===== src/verilog/uimd_pkg.sv =====
// Shared constants for the serial-port interrupt, buffer, DMA and modem block.
package uimd_pkg;
	localparam int BUF_DEPTH      = 16;
	localparam int TX_WIDTH       = 8;
	localparam int DATA_WIDTH     = 8;
	localparam int OVERSAMPLE     = 16;
	localparam int TIMEOUT_CHARS  = 4;
	// Modem control bit positions.
	localparam int MC_DTR         = 0;
	localparam int MC_RTS         = 1;
	localparam int MC_OUT1        = 2;
	localparam int MC_OUT2        = 3;
	// Interrupt enable bit positions.
	localparam int IE_RX_DATA     = 0;
	localparam int IE_TX_EMPTY    = 1;
	localparam int IE_LINE        = 2;
	localparam int IE_MODEM       = 3;
	localparam int IE_DMA_RX_END  = 6;
	localparam int IE_DMA_TX_END  = 7;
	// Line status bit positions.
	localparam int LS_DATA_READY  = 0;
	localparam int LS_OVERRUN     = 1;
	localparam int LS_PARITY      = 2;
	localparam int LS_FRAMING     = 3;
	localparam int LS_BREAK       = 4;
	localparam int LS_THR_EMPTY   = 5;
	localparam int LS_TX_EMPTY    = 6;
	localparam int LS_BUF_ERROR   = 7;
	// Interrupt identity layout.
	localparam int ID_RX_END      = 4;
	localparam int ID_TX_END      = 5;
	localparam logic [1:0] ID_BUF_ON = 2'h3;
	typedef enum logic [3:0] {
		UIMD_ID_NONE    = 4'b0001,
		UIMD_ID_LINE    = 4'b0110,
		UIMD_ID_RX_DATA = 4'b0100,
		UIMD_ID_TIMEOUT = 4'b1100,
		UIMD_ID_TX_MT   = 4'b0010,
		UIMD_ID_MODEM   = 4'b0000,
		UIMD_ID_DMA_RX  = 4'b1010,
		UIMD_ID_DMA_TX  = 4'b1110
	} uimd_id_t;
	// Receive trigger levels selected by a 2-bit field.
	localparam logic [4:0] TRIG_L0 = 5'h01;
	localparam logic [4:0] TRIG_L1 = 5'h04;
	localparam logic [4:0] TRIG_L2 = 5'h08;
	localparam logic [4:0] TRIG_L3 = 5'h0E;
	localparam logic [4:0] CAP_SINGLE = 5'h01;
	localparam logic [3:0] MIN_WORD_BITS = 4'h5;
	localparam logic [7:0] RESET_BYTE = 8'h00;
endpackage : uimd_pkg


===== src/verilog/uimd_stream_if.sv =====
// Valid/ready word stream between the block's own modules.
`timescale 1ns/1ps
interface uimd_stream_if #(parameter int W = 8);
	logic         valid;
	logic         ready;
	logic [W-1:0] data;
	modport src (output valid, output data, input ready);
	modport snk (input valid, input data, output ready);
endinterface : uimd_stream_if


===== src/verilog/uimd_fifo.sv =====
// First-in-first-out buffer with a run-time capacity limit and registered head data.
`timescale 1ns/1ps
module uimd_fifo
	import uimd_pkg::*;
#(
	parameter int DEPTH = BUF_DEPTH,
	parameter int CW    = $clog2(DEPTH + 1)
) (
	input  wire logic          clk_i,
	input  wire logic          resetn_i,
	input  wire logic          clear_i,
	input  wire logic [CW-1:0] limit_i,
	uimd_stream_if.snk         wr,
	uimd_stream_if.src         rd,
	output logic      [CW-1:0] count_o
);
	localparam int PW = $clog2(DEPTH);
	logic [$bits(wr.data)-1:0] mem [DEPTH];
	logic [$bits(wr.data)-1:0] head;
	logic [$bits(wr.data)-1:0] next_head;
	logic [PW-1:0]             wptr;
	logic [PW-1:0]             rptr;
	logic [PW-1:0]             next_wptr;
	logic [PW-1:0]             next_rptr;
	logic [CW-1:0]             count;
	logic [CW-1:0]             next_count;
	logic                      push;
	logic                      pop;

	assign wr.ready = (count < limit_i);
	assign rd.valid = (count != '0);
	assign rd.data  = head;
	assign count_o  = count;
	assign push     = wr.valid & wr.ready;
	assign pop      = rd.valid & rd.ready;

	always_comb begin
		next_wptr  = clear_i ? '0 : wptr + PW'(push);
		next_rptr  = clear_i ? '0 : rptr + PW'(pop);
		next_count = clear_i ? '0 : count + CW'(push) - CW'(pop);
		// The slot that becomes the head may be the one written this cycle.
		next_head  = (push && wptr == next_rptr) ? wr.data : mem[next_rptr];
	end

	always_ff @(posedge clk_i) begin
		if (push) begin
			mem[wptr] <= wr.data;
		end
	end

	always_ff @(posedge clk_i or negedge resetn_i) begin
		if (!resetn_i) begin
			wptr  <= '0;
			rptr  <= '0;
			count <= '0;
			head  <= '0;
		end else begin
			wptr  <= next_wptr;
			rptr  <= next_rptr;
			count <= next_count;
			head  <= next_head;
		end
	end
endmodule : uimd_fifo


===== src/verilog/uimd_core.sv =====
// Interrupt priority, holding buffers, DMA requests and modem control of a serial transceiver.
// Behaviour
// - Modem pins active low, register bits positive.
// - No automatic flow control from modem signals.
// - Single word or 16-word buffers, switched by buffer enable.
// - Buffer enable state visible in identity register.
// - Each direction holds seventeen characters total.
// - Transmit entries 8 bits, receive 11 or 10.
// - Six interrupt classes in fixed priority order.
// - Each class has its own enable bit.
// - Request high until source cleared; complement inverse.
// - Modem control bit 3 optionally gates request.
// - Identity register shows highest pending interrupt.
// - Line status interrupt when errored character at head.
// - Single mode: data ready until character read.
// - Buffered mode: data ready at trigger level.
// - Buffered mode: four character idle time timeout.
// - Timeout follows current format and baud rate.
// - Transmit empty interrupt tracks holding empty flag.
// - Modem interrupt on input change, ring rising.
// - DMA end inputs raise interrupts, shown in identity.
// - Single or multiple DMA mode selection.
// - Single mode receive request while data present.
// - Single mode transmit request only when empty.
// - Multiple mode receive request latches until empty.
// - Multiple mode transmit request off full until empty.
// - DMA end bits shown only when enabled.
// - Interrupt enable bit mapping, bits 4-5 unused.
`timescale 1ns/1ps
module uimd_core
	import uimd_pkg::*;
#(
	parameter bit BUFFERS_BUILT = 1'b1,
	parameter bit RX_WIDE       = 1'b1,
	parameter bit GLOBAL_MASK   = 1'b1
) (
	input  wire logic                  clk_i,
	input  wire logic                  resetn_i,
	input  wire logic [3:0]            modem_control_i,
	input  wire logic                  clear_to_send_low_i,
	input  wire logic                  data_set_ready_low_i,
	input  wire logic                  ring_in_low_i,
	input  wire logic                  carrier_in_low_i,
	output logic                       terminal_ready_low_o,
	output logic                       request_to_send_low_o,
	output logic                       out1_low_o,
	output logic                       out2_low_o,
	input  wire logic                  modem_status_read_i,
	output logic [7:0]                 modem_status_o,
	input  wire logic                  buffer_enable_i,
	input  wire logic                  buffer_dma_mode_i,
	input  wire logic                  buffer_dma_end_show_i,
	input  wire logic [1:0]            buffer_trigger_i,
	input  wire logic                  buffer_rx_clear_i,
	input  wire logic                  buffer_tx_clear_i,
	input  wire logic [7:0]            interrupt_enable_i,
	input  wire logic [1:0]            word_length_i,
	input  wire logic                  stop_bits_i,
	input  wire logic                  parity_enable_i,
	input  wire logic [15:0]           divisor_i,
	input  wire logic [3:0]            prescale_i,
	input  wire logic                  tx_write_valid_i,
	input  wire logic [TX_WIDTH-1:0]   tx_write_data_i,
	output logic                       tx_write_ready_o,
	output logic                       tx_shift_valid_o,
	output logic [TX_WIDTH-1:0]        tx_shift_data_o,
	input  wire logic                  tx_shift_ready_i,
	input  wire logic                  tx_shift_busy_i,
	input  wire logic                  rx_char_valid_i,
	input  wire logic [DATA_WIDTH-1:0] rx_char_data_i,
	input  wire logic                  rx_char_parity_err_i,
	input  wire logic                  rx_char_framing_err_i,
	input  wire logic                  rx_char_break_i,
	output logic                       rx_char_ready_o,
	input  wire logic                  rx_read_i,
	output logic [DATA_WIDTH-1:0]      rx_read_data_o,
	input  wire logic                  line_status_read_i,
	output logic [7:0]                 line_status_o,
	output logic [7:0]                 interrupt_identity_o,
	input  wire logic                  dma_rx_end_i,
	input  wire logic                  dma_tx_end_i,
	output logic                       irq_o,
	output logic                       irq_low_o,
	output logic                       rx_dma_req_o,
	output logic                       rx_dma_req_low_o,
	output logic                       tx_dma_req_o,
	output logic                       tx_dma_req_low_o
);
	localparam int CW  = $clog2(BUF_DEPTH + 1);
	localparam int RXE = RX_WIDE ? 3 : 2;
	localparam int RXW = DATA_WIDTH + RXE;
	localparam logic [CW-1:0] FULL_DEPTH = CW'(BUF_DEPTH);

	uimd_stream_if #(.W(TX_WIDTH)) tx_in ();
	uimd_stream_if #(.W(TX_WIDTH)) tx_out ();
	uimd_stream_if #(.W(RXW))      rx_in ();
	uimd_stream_if #(.W(RXW))      rx_out ();

	logic          buffers_on;
	logic          buffers_on_d;
	logic          dma_multi;
	logic [CW-1:0] limit;
	logic [CW-1:0] rx_count;
	logic [CW-1:0] tx_count;
	logic [CW-1:0] trigger;
	logic          rx_push;
	logic          rx_pop;
	logic          rx_empty;
	logic          tx_empty;
	logic          tx_full;

	// The 16-deep store plus the character in the shift register gives 17 per direction.
	assign buffers_on = BUFFERS_BUILT & buffer_enable_i;
	assign limit      = buffers_on ? FULL_DEPTH : CW'(CAP_SINGLE);
	assign dma_multi  = buffers_on & buffer_dma_mode_i;

	always_comb begin
		unique case (buffer_trigger_i)
			2'h0: trigger = CW'(TRIG_L0);
			2'h1: trigger = CW'(TRIG_L1);
			2'h2: trigger = CW'(TRIG_L2);
			2'h3: trigger = CW'(TRIG_L3);
		endcase
	end

	assign tx_in.valid      = tx_write_valid_i;
	assign tx_in.data       = tx_write_data_i;
	assign tx_write_ready_o = tx_in.ready;
	assign tx_shift_valid_o = tx_out.valid;
	assign tx_shift_data_o  = tx_out.data;
	assign tx_out.ready     = tx_shift_ready_i;

	assign rx_in.valid      = rx_char_valid_i;
	assign rx_in.data       = RX_WIDE ? RXW'({rx_char_break_i, rx_char_framing_err_i, rx_char_parity_err_i,
		rx_char_data_i}) : RXW'({rx_char_framing_err_i | rx_char_break_i, rx_char_parity_err_i, rx_char_data_i});
	assign rx_char_ready_o  = rx_in.ready;
	assign rx_out.ready     = rx_read_i;
	assign rx_read_data_o   = rx_out.data[DATA_WIDTH-1:0];

	assign rx_push  = rx_in.valid & rx_in.ready;
	assign rx_pop   = rx_out.valid & rx_out.ready;
	assign rx_empty = (rx_count == '0);
	assign tx_empty = (tx_count == '0);
	assign tx_full  = (tx_count == limit);

	// Switching the buffers on or off flushes both directions, as a mode change would.
	uimd_fifo #(.DEPTH(BUF_DEPTH)) u_tx_fifo (
		.clk_i    (clk_i),
		.resetn_i (resetn_i),
		.clear_i  (buffer_tx_clear_i | (buffers_on ^ buffers_on_d)),
		.limit_i  (limit),
		.wr       (tx_in),
		.rd       (tx_out),
		.count_o  (tx_count)
	);

	uimd_fifo #(.DEPTH(BUF_DEPTH)) u_rx_fifo (
		.clk_i    (clk_i),
		.resetn_i (resetn_i),
		.clear_i  (buffer_rx_clear_i | (buffers_on ^ buffers_on_d)),
		.limit_i  (limit),
		.wr       (rx_in),
		.rd       (rx_out),
		.count_o  (rx_count)
	);

	// Modem inputs: the first stage feeds only the second; the third gives change detection.
	logic [3:0] modem_meta;
	logic [3:0] modem_sync;
	logic [3:0] modem_prev;
	logic [3:0] modem_delta;
	logic [3:0] next_delta;
	logic [3:0] change;

	always_comb begin
		change              = modem_sync ^ modem_prev;
		// Ring counts only when the pin returns high, i.e. its status bit falls.
		change[2]           = modem_sync[2] & ~modem_prev[2];
		next_delta          = (modem_status_read_i ? 4'h0 : modem_delta) | change;
	end

	always_ff @(posedge clk_i or negedge resetn_i) begin
		if (!resetn_i) begin
			modem_meta  <= 4'hF;
			modem_sync  <= 4'hF;
			modem_prev  <= 4'hF;
			modem_delta <= 4'h0;
		end else begin
			modem_meta  <= {carrier_in_low_i, ring_in_low_i, data_set_ready_low_i, clear_to_send_low_i};
			modem_sync  <= modem_meta;
			modem_prev  <= modem_sync;
			modem_delta <= next_delta;
		end
	end

	// Receive timeout: a bit-period clock counter and a bit counter up to four characters.
	logic [24:0] bit_period;
	logic [3:0]  char_bits;
	logic [5:0]  timeout_bits;
	logic [24:0] clk_cnt;
	logic [24:0] next_clk_cnt;
	logic [5:0]  bit_cnt;
	logic [5:0]  next_bit_cnt;
	logic        timeout_pend;
	logic        next_timeout_pend;
	logic        expire;
	logic        restart;

	always_comb begin
		bit_period   = 25'(OVERSAMPLE) * (25'(prescale_i) + 25'd1)
			* ((divisor_i == 16'h0000) ? 25'h10000 : 25'(divisor_i));
		char_bits    = 4'd1 + MIN_WORD_BITS + 4'(word_length_i) + 4'(parity_enable_i)
			+ (stop_bits_i ? 4'd2 : 4'd1);
		timeout_bits = 6'(TIMEOUT_CHARS) * 6'(char_bits);
		restart      = rx_push | rx_pop | rx_empty | ~buffers_on;
		expire       = 1'b0;
		next_clk_cnt = clk_cnt;
		next_bit_cnt = bit_cnt;
		if (restart) begin
			next_clk_cnt = '0;
			next_bit_cnt = '0;
		end else if (bit_cnt < timeout_bits) begin
			if (clk_cnt >= bit_period - 25'd1) begin
				next_clk_cnt = '0;
				next_bit_cnt = bit_cnt + 6'd1;
				expire       = (bit_cnt == timeout_bits - 6'd1);
			end else begin
				next_clk_cnt = clk_cnt + 25'd1;
			end
		end
		next_timeout_pend = expire | (timeout_pend & ~rx_pop & buffers_on & ~rx_empty);
	end

	always_ff @(posedge clk_i or negedge resetn_i) begin
		if (!resetn_i) begin
			clk_cnt      <= '0;
			bit_cnt      <= '0;
			timeout_pend <= 1'b0;
		end else begin
			clk_cnt      <= next_clk_cnt;
			bit_cnt      <= next_bit_cnt;
			timeout_pend <= next_timeout_pend;
		end
	end

	// Line status errors are taken from a character only once it is the head entry.
	logic           head_new;
	logic           next_head_new;
	logic [3:0]     line_err;
	logic [3:0]     next_line_err;
	logic [RXE-1:0] head_err;

	assign head_err = rx_out.data[RXW-1:DATA_WIDTH];

	always_comb begin
		next_head_new = rx_pop ? (rx_push | (rx_count > CW'(1))) : (rx_push & rx_empty);
		next_line_err = line_status_read_i ? 4'h0 : line_err;
		if (rx_char_valid_i && !rx_in.ready) begin
			next_line_err[0] = 1'b1;
		end
		if (head_new) begin
			next_line_err[1] = next_line_err[1] | head_err[0];
			next_line_err[2] = next_line_err[2] | head_err[1];
			if (RX_WIDE) begin
				next_line_err[3] = next_line_err[3] | head_err[RXE-1];
			end
		end
	end

	always_ff @(posedge clk_i or negedge resetn_i) begin
		if (!resetn_i) begin
			head_new     <= 1'b0;
			line_err     <= 4'h0;
			buffers_on_d <= 1'b0;
		end else begin
			head_new     <= next_head_new;
			line_err     <= next_line_err;
			buffers_on_d <= buffers_on;
		end
	end

	// Interrupt sources, priority and request.
	logic     src_line;
	logic     src_data;
	logic     src_tx;
	logic     src_modem;
	logic     src_dma_rx;
	logic     src_dma_tx;
	logic     data_level;
	logic     any_pend;
	uimd_id_t next_id;
	logic [7:0] next_identity;
	logic [7:0] next_line_status;
	logic     next_irq;
	logic     irq;

	always_comb begin
		data_level = buffers_on ? (rx_count >= trigger) : ~rx_empty;
		src_line   = interrupt_enable_i[IE_LINE] & (|line_err);
		src_data   = interrupt_enable_i[IE_RX_DATA] & (data_level | timeout_pend);
		src_tx     = interrupt_enable_i[IE_TX_EMPTY] & tx_empty;
		src_modem  = interrupt_enable_i[IE_MODEM] & (|modem_delta);
		src_dma_rx = interrupt_enable_i[IE_DMA_RX_END] & dma_rx_end_i;
		src_dma_tx = interrupt_enable_i[IE_DMA_TX_END] & dma_tx_end_i;
		any_pend   = src_line | src_data | src_tx | src_modem | src_dma_rx | src_dma_tx;
		if (src_line) begin
			next_id = UIMD_ID_LINE;
		end else if (src_data) begin
			next_id = (timeout_pend && !data_level) ? UIMD_ID_TIMEOUT : UIMD_ID_RX_DATA;
		end else if (src_tx) begin
			next_id = UIMD_ID_TX_MT;
		end else if (src_modem) begin
			next_id = UIMD_ID_MODEM;
		end else if (src_dma_rx) begin
			next_id = UIMD_ID_DMA_RX;
		end else if (src_dma_tx) begin
			next_id = UIMD_ID_DMA_TX;
		end else begin
			next_id = UIMD_ID_NONE;
		end
		next_identity             = {4'h0, next_id};
		next_identity[7:6]        = buffers_on ? ID_BUF_ON : 2'h0;
		next_identity[ID_RX_END]  = buffer_dma_end_show_i & dma_rx_end_i;
		next_identity[ID_TX_END]  = buffer_dma_end_show_i & dma_tx_end_i;
		next_irq = any_pend & (GLOBAL_MASK ? modem_control_i[MC_OUT2] : 1'b1);
		next_line_status                = RESET_BYTE;
		next_line_status[LS_DATA_READY] = ~rx_empty;
		next_line_status[LS_OVERRUN]    = line_err[0];
		next_line_status[LS_PARITY]     = line_err[1];
		next_line_status[LS_FRAMING]    = line_err[2];
		next_line_status[LS_BREAK]      = line_err[3];
		next_line_status[LS_THR_EMPTY]  = tx_empty;
		next_line_status[LS_TX_EMPTY]   = tx_empty & ~tx_shift_busy_i;
		next_line_status[LS_BUF_ERROR]  = buffers_on & (|line_err[3:1]);
	end

	// DMA request state for the multiple-transfer mode.
	logic rx_dma_latch;
	logic next_rx_dma_latch;
	logic tx_dma_latch;
	logic next_tx_dma_latch;

	always_comb begin
		next_rx_dma_latch = ((rx_count >= trigger) | timeout_pend) | (rx_dma_latch & ~rx_empty);
		next_tx_dma_latch = tx_empty | (tx_dma_latch & ~tx_full);
		rx_dma_req_o      = dma_multi ? rx_dma_latch : ~rx_empty;
		tx_dma_req_o      = dma_multi ? (tx_dma_latch & ~tx_full) : tx_empty;
		rx_dma_req_low_o  = ~rx_dma_req_o;
		tx_dma_req_low_o  = ~tx_dma_req_o;
	end

	always_ff @(posedge clk_i or negedge resetn_i) begin
		if (!resetn_i) begin
			rx_dma_latch          <= 1'b0;
			tx_dma_latch          <= 1'b1;
			irq                   <= 1'b0;
			interrupt_identity_o  <= {4'h0, UIMD_ID_NONE};
			line_status_o         <= RESET_BYTE;
			modem_status_o        <= RESET_BYTE;
			terminal_ready_low_o  <= 1'b1;
			request_to_send_low_o <= 1'b1;
			out1_low_o            <= 1'b1;
			out2_low_o            <= 1'b1;
		end else begin
			rx_dma_latch          <= next_rx_dma_latch;
			tx_dma_latch          <= next_tx_dma_latch;
			irq                   <= next_irq;
			interrupt_identity_o  <= next_identity;
			line_status_o         <= next_line_status;
			// Status bits are the inverse of the pins; elsewhere the change bits feed only the modem interrupt and OUT2 gates the request.
			modem_status_o        <= {~modem_sync, modem_delta};
			terminal_ready_low_o  <= ~modem_control_i[MC_DTR];
			request_to_send_low_o <= ~modem_control_i[MC_RTS];
			out1_low_o            <= ~modem_control_i[MC_OUT1];
			out2_low_o            <= ~modem_control_i[MC_OUT2];
		end
	end

	assign irq_o     = irq;
	assign irq_low_o = ~irq;
endmodule : uimd_core


===== config.mk =====
export PLATFORM = sky130hd
export DESIGN_NAME = uimd_core
export DESIGN_NICKNAME = d
export VERILOG_FILES = /design/src/verilog/uimd_pkg.sv /design/src/verilog/uimd_stream_if.sv /design/src/verilog/uimd_fifo.sv /design/src/verilog/uimd_core.sv
export SDC_FILE = /design/constraint.sdc
export NUM_CORES = 1
export LEC_CHECK = 0
export BUFFER_PORTS_ARGS = -buffer_cell sky130_fd_sc_hd__buf_2
export CORE_AREA = 4 4 323 246
export DETAILED_ROUTE_END_ITERATION = 6
export DIE_AREA = 0 0 327 250
export PLACE_DENSITY = 0.53
export RECOVER_POWER = 25
export SLEW_MARGIN = 20
export SYNTH_ARGS = -nofsm -noshare
export SYNTH_HDL_FRONTEND = slang
export SYNTH_HIERARCHICAL = 1
export SYNTH_SLANG_ARGS = --single-unit
export TNS_END_PERCENT = 50

===== constraint.sdc =====
create_clock -name clk_i -period 4.2 [get_ports clk_i]
set_input_delay 0.42 -clock clk_i [delete_from_list [all_inputs] [get_ports clk_i]]
set_output_delay 0.42 -clock clk_i [all_outputs]
set_load 0.01 [all_outputs]

---- After elaboration in Yosys (flattened, before gate mapping) ----
Memory sizes are Yosys's and may differ from the RTL's. A register that Yosys moved wholly into a read port is not among the register bits.
Index checks and enable logic that the tools add are counted.
word-level totals
  bits in writable memories ............... 304
  output and inout bits ................... 53
  input port bits ......................... 77
  word-level logic and storage cells ...... 174
  flip-flop bits (word level) ............. 111
  memories kept ........................... 2
cells by class
  reduce and logical (&&, ||, !) cells .... 19
  bitwise operators ....................... 59
  multipliers ............................. 1
  order comparisons ....................... 6
  eq/ne operators ......................... 5
  multiplexer cells ....................... 39
  add/sub/neg operators ................... 16
memories
  name           words  width  rd ports  clocked after Yosys merged registers in  wr ports  line             text
  u_rx_fifo.mem  16     11     1         1                                        1         uimd_fifo.sv:18  logic [$bits(wr.data)-1:0] mem [DEPTH];
  u_tx_fifo.mem  16     8      1         1                                        1         uimd_fifo.sv:18
operators with widths
  operator               number
  $mux 25                3
  $mux 4                 13
  $add 25x1->25 const B  1
  $ge 25x25->1           1
  $sub 25x1->25 const B  1
  $and 1x1->1            23
  $mul 5x17->21          1
  $add 4x1->4            5
  $pmux 5 s4             1
  $or 1x1->1             19
  $mux 6                 3
  $mux 17                1
  $logic_not 16->1       1
  $mux 5                 3
  $not 1->1              13
  $mux 1                 12
  $add 5x1->5            2
  $logic_not 5->1        2
  $lt 5x5->1             2
  $reduce_bool 5->1      2
  $sub 5x1->5            2
  $reduce_or 4->1        2
  $add 6x1->6 const B    1
  $eq 6x6->1             1
  other kinds (22)       30

---- Logic depth before layout (Yosys ltp) ----
Gate-level depths: netlist of run 1.
  depth in word-level cells ............... 12
  depth in mapped cells ................... 31
  depth with buffers taken out ............ 26

---- Modules after synthesis ----
The synthesis of run 1 kept the hierarchy.
by module, submodules not included
  module                 sequential area each (µm²)  cells each  instances  area each (µm²)
  uimd_fifo (u_rx_fifo)  5885.6                      632         1          8747.1
  uimd_core              2099.5                      818         1          7469.7
  uimd_fifo (u_tx_fifo)  4369.2                      447         1          6453.7

---- Least setup slack after synthesis of run 1 ----
OpenSTA, ideal clock, no wires.
  path kind ............................... input port to flip-flop
  from .................................... input prescale_i[0]
  to ...................................... register clk_cnt[10]
  path buffers ............................ 3
  stages on the path ...................... 28
  library setup time ...................... 0.132 ns
  setup slack ............................. -2.863 ns
  data required time ...................... 4.068 ns
  data arrival time ....................... 6.931 ns
  cells stage by stage .................... ha_1 -> xor2_1 -> clkbuf_1 -> and2_1 -> fa_1 -> fa_1 -> inv_1 -> fa_1 -> inv_1 -> ha_1 -> and3_1 -> a221o_1 -> a31o_4 -> a211oi_2 -> o211ai_2 -> a2111oi_4 -> nand4_1 -> xor2_1 -> ha_1 -> nand4_1 -> nor3_1 -> a21oi_1 -> o211ai_1 -> a311oi_1 -> buf_2 -> o21ai_1 -> clkbuf_1 -> nor2_1
on the way
  word-level cells in the longest chain between the ends .. 7
RTL lines
  item                  line              text
  from (decl)           uimd_core.sv:61   input wire logic [3:0] prescale_i,
  $add 4x1->5           uimd_core.sv:210  bit_period = 25'(OVERSAMPLE) * (25'(prescale_i) + 25'd1)
  $mul 5x17->21         uimd_core.sv:211  * ((divisor_i == 16'h0000) ? 25'h10000 : 25'(divisor_i));
  $sub 25x1->25         uimd_core.sv:223  if (clk_cnt >= bit_period - 25'd1) begin
  $ge 25x25->1          uimd_core.sv:223
  $mux 25               uimd_core.sv:223
  $mux 25               uimd_core.sv:222  end else if (bit_cnt < timeout_bits) begin
  $mux 25               uimd_core.sv:219  if (restart) begin
  to (signal assigned)  uimd_core.sv:240  clk_cnt <= next_clk_cnt;
  to (decl)             uimd_core.sv:200  logic [24:0] clk_cnt;
No other way between the ends. The select of a mux whose other input is x is not followed.
A chain may end at the register's enable or synchronous reset.

---- Worst setup path after layout of run 1 ----
  from .................................... input prescale_i[1]
  to ...................................... register bit_cnt[5]
on the way
  word-level cells in the longest chain between the ends .. 6
RTL lines
  item                                line              text
  $add 4x1->5                         uimd_core.sv:210
  $mul 5x17->21                       uimd_core.sv:211
  $sub 25x1->25                       uimd_core.sv:223
  $ge 25x25->1                        uimd_core.sv:223
  $reduce_bool 2->1 (no source line)  -
  $reduce_and 2->1 (no source line)   -
  to (signal assigned)                uimd_core.sv:241  bit_cnt <= next_bit_cnt;
  to (decl)                           uimd_core.sv:202  logic [5:0] bit_cnt;
No other way between the ends.

==> impl_results.md, run 1 <==
- Failing checks: negative setup slack
- Worst Path Max Fanout: 5
- Mean Syn Cell Area: between 10 and 15 um^2
- Yosys reg bits: 432
- Final Instance Area: about 28000 um^2
- Overall Power: between 10000 and 15000 uW
- Critical R2R Launch: u_rx_fifo/count_o[2]
- Reg power frac: 0.342
- Hold Path Cell Cnt: 2
- Top cell type's share of synthesized area: 0.4027
- WL/cell: 17.79 um
- Share of cells above drive strength 1: 0.2403
- Post-DP HPWL: a little over 40000 um
- Switching power: 5105 uW
- Die Y: ~250 um
- Layout Nets: 2401
- F_max: 160.7 MHz
- 1st-iter DRT viols: around 900
- CP Class: primary input to register
- Peak supply drop: ~270 uV
- Final WS setup: -2.022 ns
- Required time of the critical path: around 4.7 ns
- Clock slew at reported path FFs: around 0.060 ns
- Slew margin rel.: 0.3510
- Overflow after GRT: 0
- Fin. max-slew vios: 0
- Seq/Total Area, Yosys: 0.5450
- Period utilisation layout: 1.481
- Final Hold Viols: 0
- Yosys warnings: 6
- Starting Density: 0.2971
- Post-Synthesis Cell Area: ~23000 um^2
- GPL Wtd Cong: between 0.8 and 0.9
- Antenna fix cells: 0
- Final min period: 6.222 ns
- Register-to-Register Path Depth: 13
- Layout area overhead: 23.54%
- Num CTS Buffers: 47
- Asr flop ratio synth: 0.2963
- Core Footprint: roughly 76000 um^2
- Most area-hungry cell type in the Yosys netlist: edfxtp_1
- Die area: 81750 um^2
- R2r setup slk: 0.17 ns
- Root Buffer: clkbuf_16
- First-pass GRT wire length: 90580 um
- Tightest Pin Transition: ~1 ns
- Clock Path Buffers: 3
- HP Class: primary input to register
- IO buf count: ~130
- CP Capture Type: register
- Final setup viols: 32
- Crit path from: prescale_i[1]
- DRC errors left: 0
- Internal power: 9666 uW
- Setup Skew: 0.03763 ns
- Power per cell area: ~530 nW/um^2
- Unrepaired setup endpoints after global routing: true
- Reg-to-reg endpoint: u_rx_fifo/rd.data[2]
- Crit path to: bit_cnt[5]
- Vias in the first global route: around 16000
- Setup TNS: -61.15 ns
- DR pass1 iterations: 5
- P_leak: between 0.01 and 0.015 uW
- Routed Antenna Nets: 0
- Clock Latency Late Sink: around 0.60 ns
- Post-synth EDFFs: 304
- Pre-CTS setup slack: -2.878 ns
- Num ports: 130
- Worst Path Arrival: between 6 and 7 ns
- Core Rows: between 80 and 90
- Synth Flop Type: edfxtp_1
- Vias/cell: 4.793
- Crit start category: primary input
- CTS tree: yes
- DP Area: ~26000 um^2
- Initial antenna violation count: 3
- All-layer global routing usage: 0.1389
- Pin count of the biggest net entering global routing: 75
- Max-Cap Viols: 0
- Synth Instances: between 1500 and 2000
- Combinational power share: 0.382
- Die width: about 330 um
- Clock sink total: between 400 and 500
- Htree depth: 2
- Synth unique cells: 93
- Top post-synthesis cells by count: 304 x edfxtp_1, 140 x inv_1, 130 x a21oi_1, 110 x dfrtp_1, 104 x nor2b_1
- Run status: finished, violations left
- Switching Share: 0.3456
- Synth area leaders: edfxtp_1 40%, dfrtp_1 12%, ha_1 5.2%
- Clk pwr share: 0.276
- Final wirelength: 57950 um
- Top-count cell post-synth: edfxtp_1
- Number of vias in the routed layout: about 16000
[sequential cells by signal (all words and copies together) (netlist names), 5 cells and up]
register              count
u_rx_fifo/count_o         5
line_status_o             8
interrupt_identity_o      7
bit_cnt                   6
clk_cnt                  25
u_tx_fifo/mem           128
u_tx_fifo/rd.data         8
modem_status_o            8
u_tx_fifo/count_o         5
u_rx_fifo/rd.data        11
u_rx_fifo/mem           176
[worst min path at each step]
| stage | startpoint | to |
|---|---|---|
| 2_1_floorplan | resetn_i | bit_cnt[0] |
| 4_1_cts | buffer_dma_end_show_i | interrupt_identity_o[5] |
| 5_1_grt | buffer_dma_end_show_i | interrupt_identity_o[5] |
| 6_report | buffer_dma_end_show_i | interrupt_identity_o[5] |
| 3_3_place_gp | modem_meta[1] | modem_sync[1] |
| 3_5_place_dp | modem_meta[0] | modem_sync[0] |
[logic make-up (layout without fill, tap and decap cells)]
logic type	Yosys count	after routing	synth area share
other	1	6	0.0001654
AND/OR/NAND/NOR	543	543	0.1294
adder cells (fa/ha/maj)	141	141	0.09338
multiplexers	68	68	0.03024
buffers and inverters	237	555	0.04410
AO/OA/AOI/OAI	393	393	0.1254
XOR/XNOR	82	84	0.03234
flip-flops	432	432	0.5450
[placed cells by master (no fill, tap or decap), types with 10 or more instances in the layout]
master and count:
a211oi_1 21, a21o_1 21, a21oi_1 122, a2bb2oi_1 11, and2_1 42, and3_1 13, buf_2 107, buf_4 174
clkbuf_1 26, clkbuf_16 51, clkinv_2 10, dfrtp_1 110, dfstp_2 18, dlygate4sd3_1 10, edfxtp_1 304, fa_1 45
ha_1 82, ha_4 10, inv_1 135, mux2i_1 67, nand2_1 91, nand2b_1 31, nand3_1 40, nand4_1 12
nor2_1 87, nor2_2 12, nor2b_1 104, nor3_1 32, o21ai_0 42, o221ai_1 54, o22ai_1 14, xnor2_1 44
xor2_1 26
[power groups by stage]
stage	logic [uW]	clock network, uW	registers [uW]
6_report	5640	4070	5050
5_1_grt	6240	4390	5080
4_1_cts	5440	4210	5060
3_5_place_dp	5320	0	5140
3_3_place_gp	5240	0	5130
2_1_floorplan	3430	0	5160
[metal layers]
metal  up-vias  GRT usage  wire [um]
met1      7795     0.2107      29120
met5         -          0         23
met4         4    0.02927        927
li1       7416          -          -
met2       322     0.2035      24350
met3        74    0.02891       3528
[critical path: stages]
cell	delay, ns
buf_6	0.11
ha_4	0.17
buf_4	0.15
xor2_4	0.16
and2_1	0.19
fa_1	0.50
fa_1	0.49
inv_1	0.06
fa_1	0.54
inv_1	0.06
ha_4	0.23
o21ai_2	0.14
a21oi_2	0.08
o311ai_1	0.24
nand3_1	0.15
or3_4	0.37
a2111oi_4	0.41
nand4_1	0.20
xnor2_2	0.17
ha_1	0.31
nand4_1	0.16
buf_4	0.19
o211ai_1	0.19
a311oi_2	0.09
buf_4	0.17
buf_6	0.12
or4_4	0.50
a21oi_2	0.14
[through the flow]
stage / cells / hold slack (ns) / util
5_1_grt: 3257 / 0.05845 / 0.3670
2_1_floorplan: 1902 / 0.1244 / -
3_5_place_dp: 3142 / 0.3468 / 0.3373
3_3_place_gp: 3142 / 0.3476 / 0.3373
4_1_cts: 3249 / 0.03485 / 0.3616
6_report: 3257 / 0.08050 / 0.3670
[timing repair]
action | 4_1_cts | 5_1_grt
pin swaps | 9 | 25
endpoints found under the setup margin | 32 | 32
hold buffers | 10 | 0
setup buffers | 7 | 5
resized for setup | 19 | 81
cloned | 2 | 3
endpoints found under the hold margin | 74 | 0
[layout make-up]
type	instances	area (um^2)
Multi-Input combinational cell	1235	9956
Inverter	141	529.3
Fill cell	7385	48300
Tap cell	1035	1295
Sequential cell	432	12350
Clock buffer	63	1308
Timing Repair Buffer	326	2313
Clock inverter	25	251.5
Note: power is estimated with default switching activity, not from simulation.
==> inputs of run 2 (changes only) <==
SETUP_SLACK_MARGIN = 0.02   (was default)
==> impl_results.md, run 2 (same netlist as run 1, synthesis figures left out) <==
- Run status: finished, violations left
- Failing checks: negative setup slack
- Layout Nets: around 2400
- Max-Cap Viols: 0
- Starting Density: 0.2971
- Die area: 81750 um^2
- Multi-input logic area: roughly 10000 um^2
- CP Capture Type: register
- DR pass1 iterations: 5
- Pin count of the biggest net entering global routing: 75
- Die width: 327 um
- Number of vias in the routed layout: about 16000
- Critical Path Max Stage Delay: around 0.54 ns
- Initial antenna violation count: 3
- Final wirelength: 58070 um
- F_max: about 160 MHz
- Slew margin rel.: 0.3504
- Htree depth: 2
- Commonest non-fill, non-tap cell in the layout: edfxtp_1
- Final WS setup: -2.020 ns
- Final setup viols: 32
- GPL Wtd Cong: roughly 0.82
- Share of cells above drive strength 1: 0.2420
- Post-DP HPWL: ~40000 um
- Crit start category: primary input
- Overflow after GRT: 0
- Hold Slack: 0.07733 ns
- Vias in the first global route: about 16000
- Clock Path Buffers: 3
- HP Class: primary input to register
- Crit-path slowest cell: fa_1
- Die Y: 250 um
- Root Buffer: clkbuf_16
- Worst Path Arrival: about 6.7 ns
- P_leak: 0.01082 uW
- Vias/cell: 4.798
- Final core utilization: 0.3680
- Most flop-heavy register: u_rx_fifo/mem
- Core Rows: around 90
- Sequential cell area: around 12000 um^2
- Biggest regs: u_rx_fifo/mem (176), u_tx_fifo/mem (128), clk_cnt (25)
- Clock Latency Late Sink: around 0.60 ns
- Num CTS Buffers: 47
- CP Class: primary input to register
- 1st-iter DRT viols: between 900 and 1000
- DRC errors left: 0
- Unrepaired setup endpoints after global routing: true
- Fin. max-slew vios: 0
- Power per cell area: between 500 and 600 nW/um^2
- Final min period: between 6 and 7 ns
- Required time of the critical path: around 4.7 ns
- First-pass GRT wire length: slightly above 90000 um
- Setup Skew: approximately 0.036 ns
- Max reg flops: 176
- Peak supply drop: between 200 and 300 uV
- Tightest Pin Transition: between 0.9 and 1 ns
- Final Hold Viols: 0
- Clock sink total: about 430
- Antenna fix cells: 0
- Num ports: 130
- CTS tree: yes
- R2r setup slk: about 0.33 ns
- Core Footprint: roughly 76000 um^2
- Worst Path Max Fanout: 5
- Fillers: 7374
- Layout area overhead: 23.87%
- IO buf count: around 130
- All-layer global routing usage: 0.1389
- Clock slew at reported path FFs: around 0.06 ns
- Routed Antenna Nets: 0
- Period utilisation layout: 1.481
- WL/cell: between 15 and 20 um
- Most frequent cells in the layout: 304 x edfxtp_1, 174 x buf_4, 135 x inv_1, 122 x a21oi_1, 110 x dfrtp_1
run 2: metrics by stage:
stage / instance area, um^2 / setup WS [ns] / total power [uW] / cells / setup TNS (ns)
floorplan: 22940 / -2.063 / 8590 / 1902 / -64.33
global placement: 25740 / -2.843 / 10370 / 3142 / -85.41
detailed placement: 25740 / -2.878 / 10460 / 3142 / -88.74
CTS: 27590 / -1.981 / 14710 / 3249 / -60.75
global route: 28080 / -2.279 / 15730 / 3258 / -70.10
finish: 28080 / -2.020 / 14790 / 3258 / -61.46
run 2: final timing paths:
| path | start | end | depth (start not counted) |
|---|---|---|---|
| min reg2reg | modem_meta[0] | modem_sync[0] | 0 |
| max | prescale_i[1] | bit_cnt[5] | 28 |
| max reg2reg | u_rx_fifo/count_o[2] | u_rx_fifo/rd.data[10] | 13 |
| max in group asynchronous | resetn_i | tx_dma_latch | 3 |
| min in group asynchronous | resetn_i | interrupt_identity_o[4] | 2 |
| min | buffer_dma_end_show_i | interrupt_identity_o[5] | 2 |
run 2: critical path: cells and delay by family:
kind / cells / cell delay [ns]
buffers and inverters: 7 / 0.86
adder cells (fa/ha/maj): 6 / 2.24
AO/OA/AOI/OAI: 7 / 1.29
XOR/XNOR: 2 / 0.33
AND/OR/NAND/NOR: 6 / 1.57
run 2: report_power, final:
| group | internal, uW | leakage, uW | total (uW) | switching (uW) |
|---|---|---|---|---|
| registers | 4880 | 0.00435 | 5050 | 170 |
| logic | 2440 | 0.00571 | 5660 | 3220 |
| clock network | 2340 | 0.000760 | 4080 | 1740 |
run 2: routing by layer:
metal,global-route usage,part of all wire,vias up
li1,-,-,7411
met3,0.02891,0.067,70
met1,0.2107,0.50,7779
met4,0.02927,0.016,4
met5,0,0.00040,-
met2,0.2035,0.42,369
run 2: timing repair:
item / 4_1_cts / 5_1_grt
pin swaps: 9 / 25
endpoints found under the setup margin: 32 / 35
setup buffers: 7 / 5
cloned: 2 / 4
resized for setup: 19 / 87
hold endpoints to repair: 74 / 0
hold buffers: 10 / 0
run 2: cell type report:
class                      count  share of cell area
clock buffer                  63             0.04656
clock inverter                25            0.008956
inverter                     141             0.01885
multi-input combinational   1235              0.3563
sequential                   432              0.4399
tap                         1035             0.04611
timing repair buffer         327             0.08327
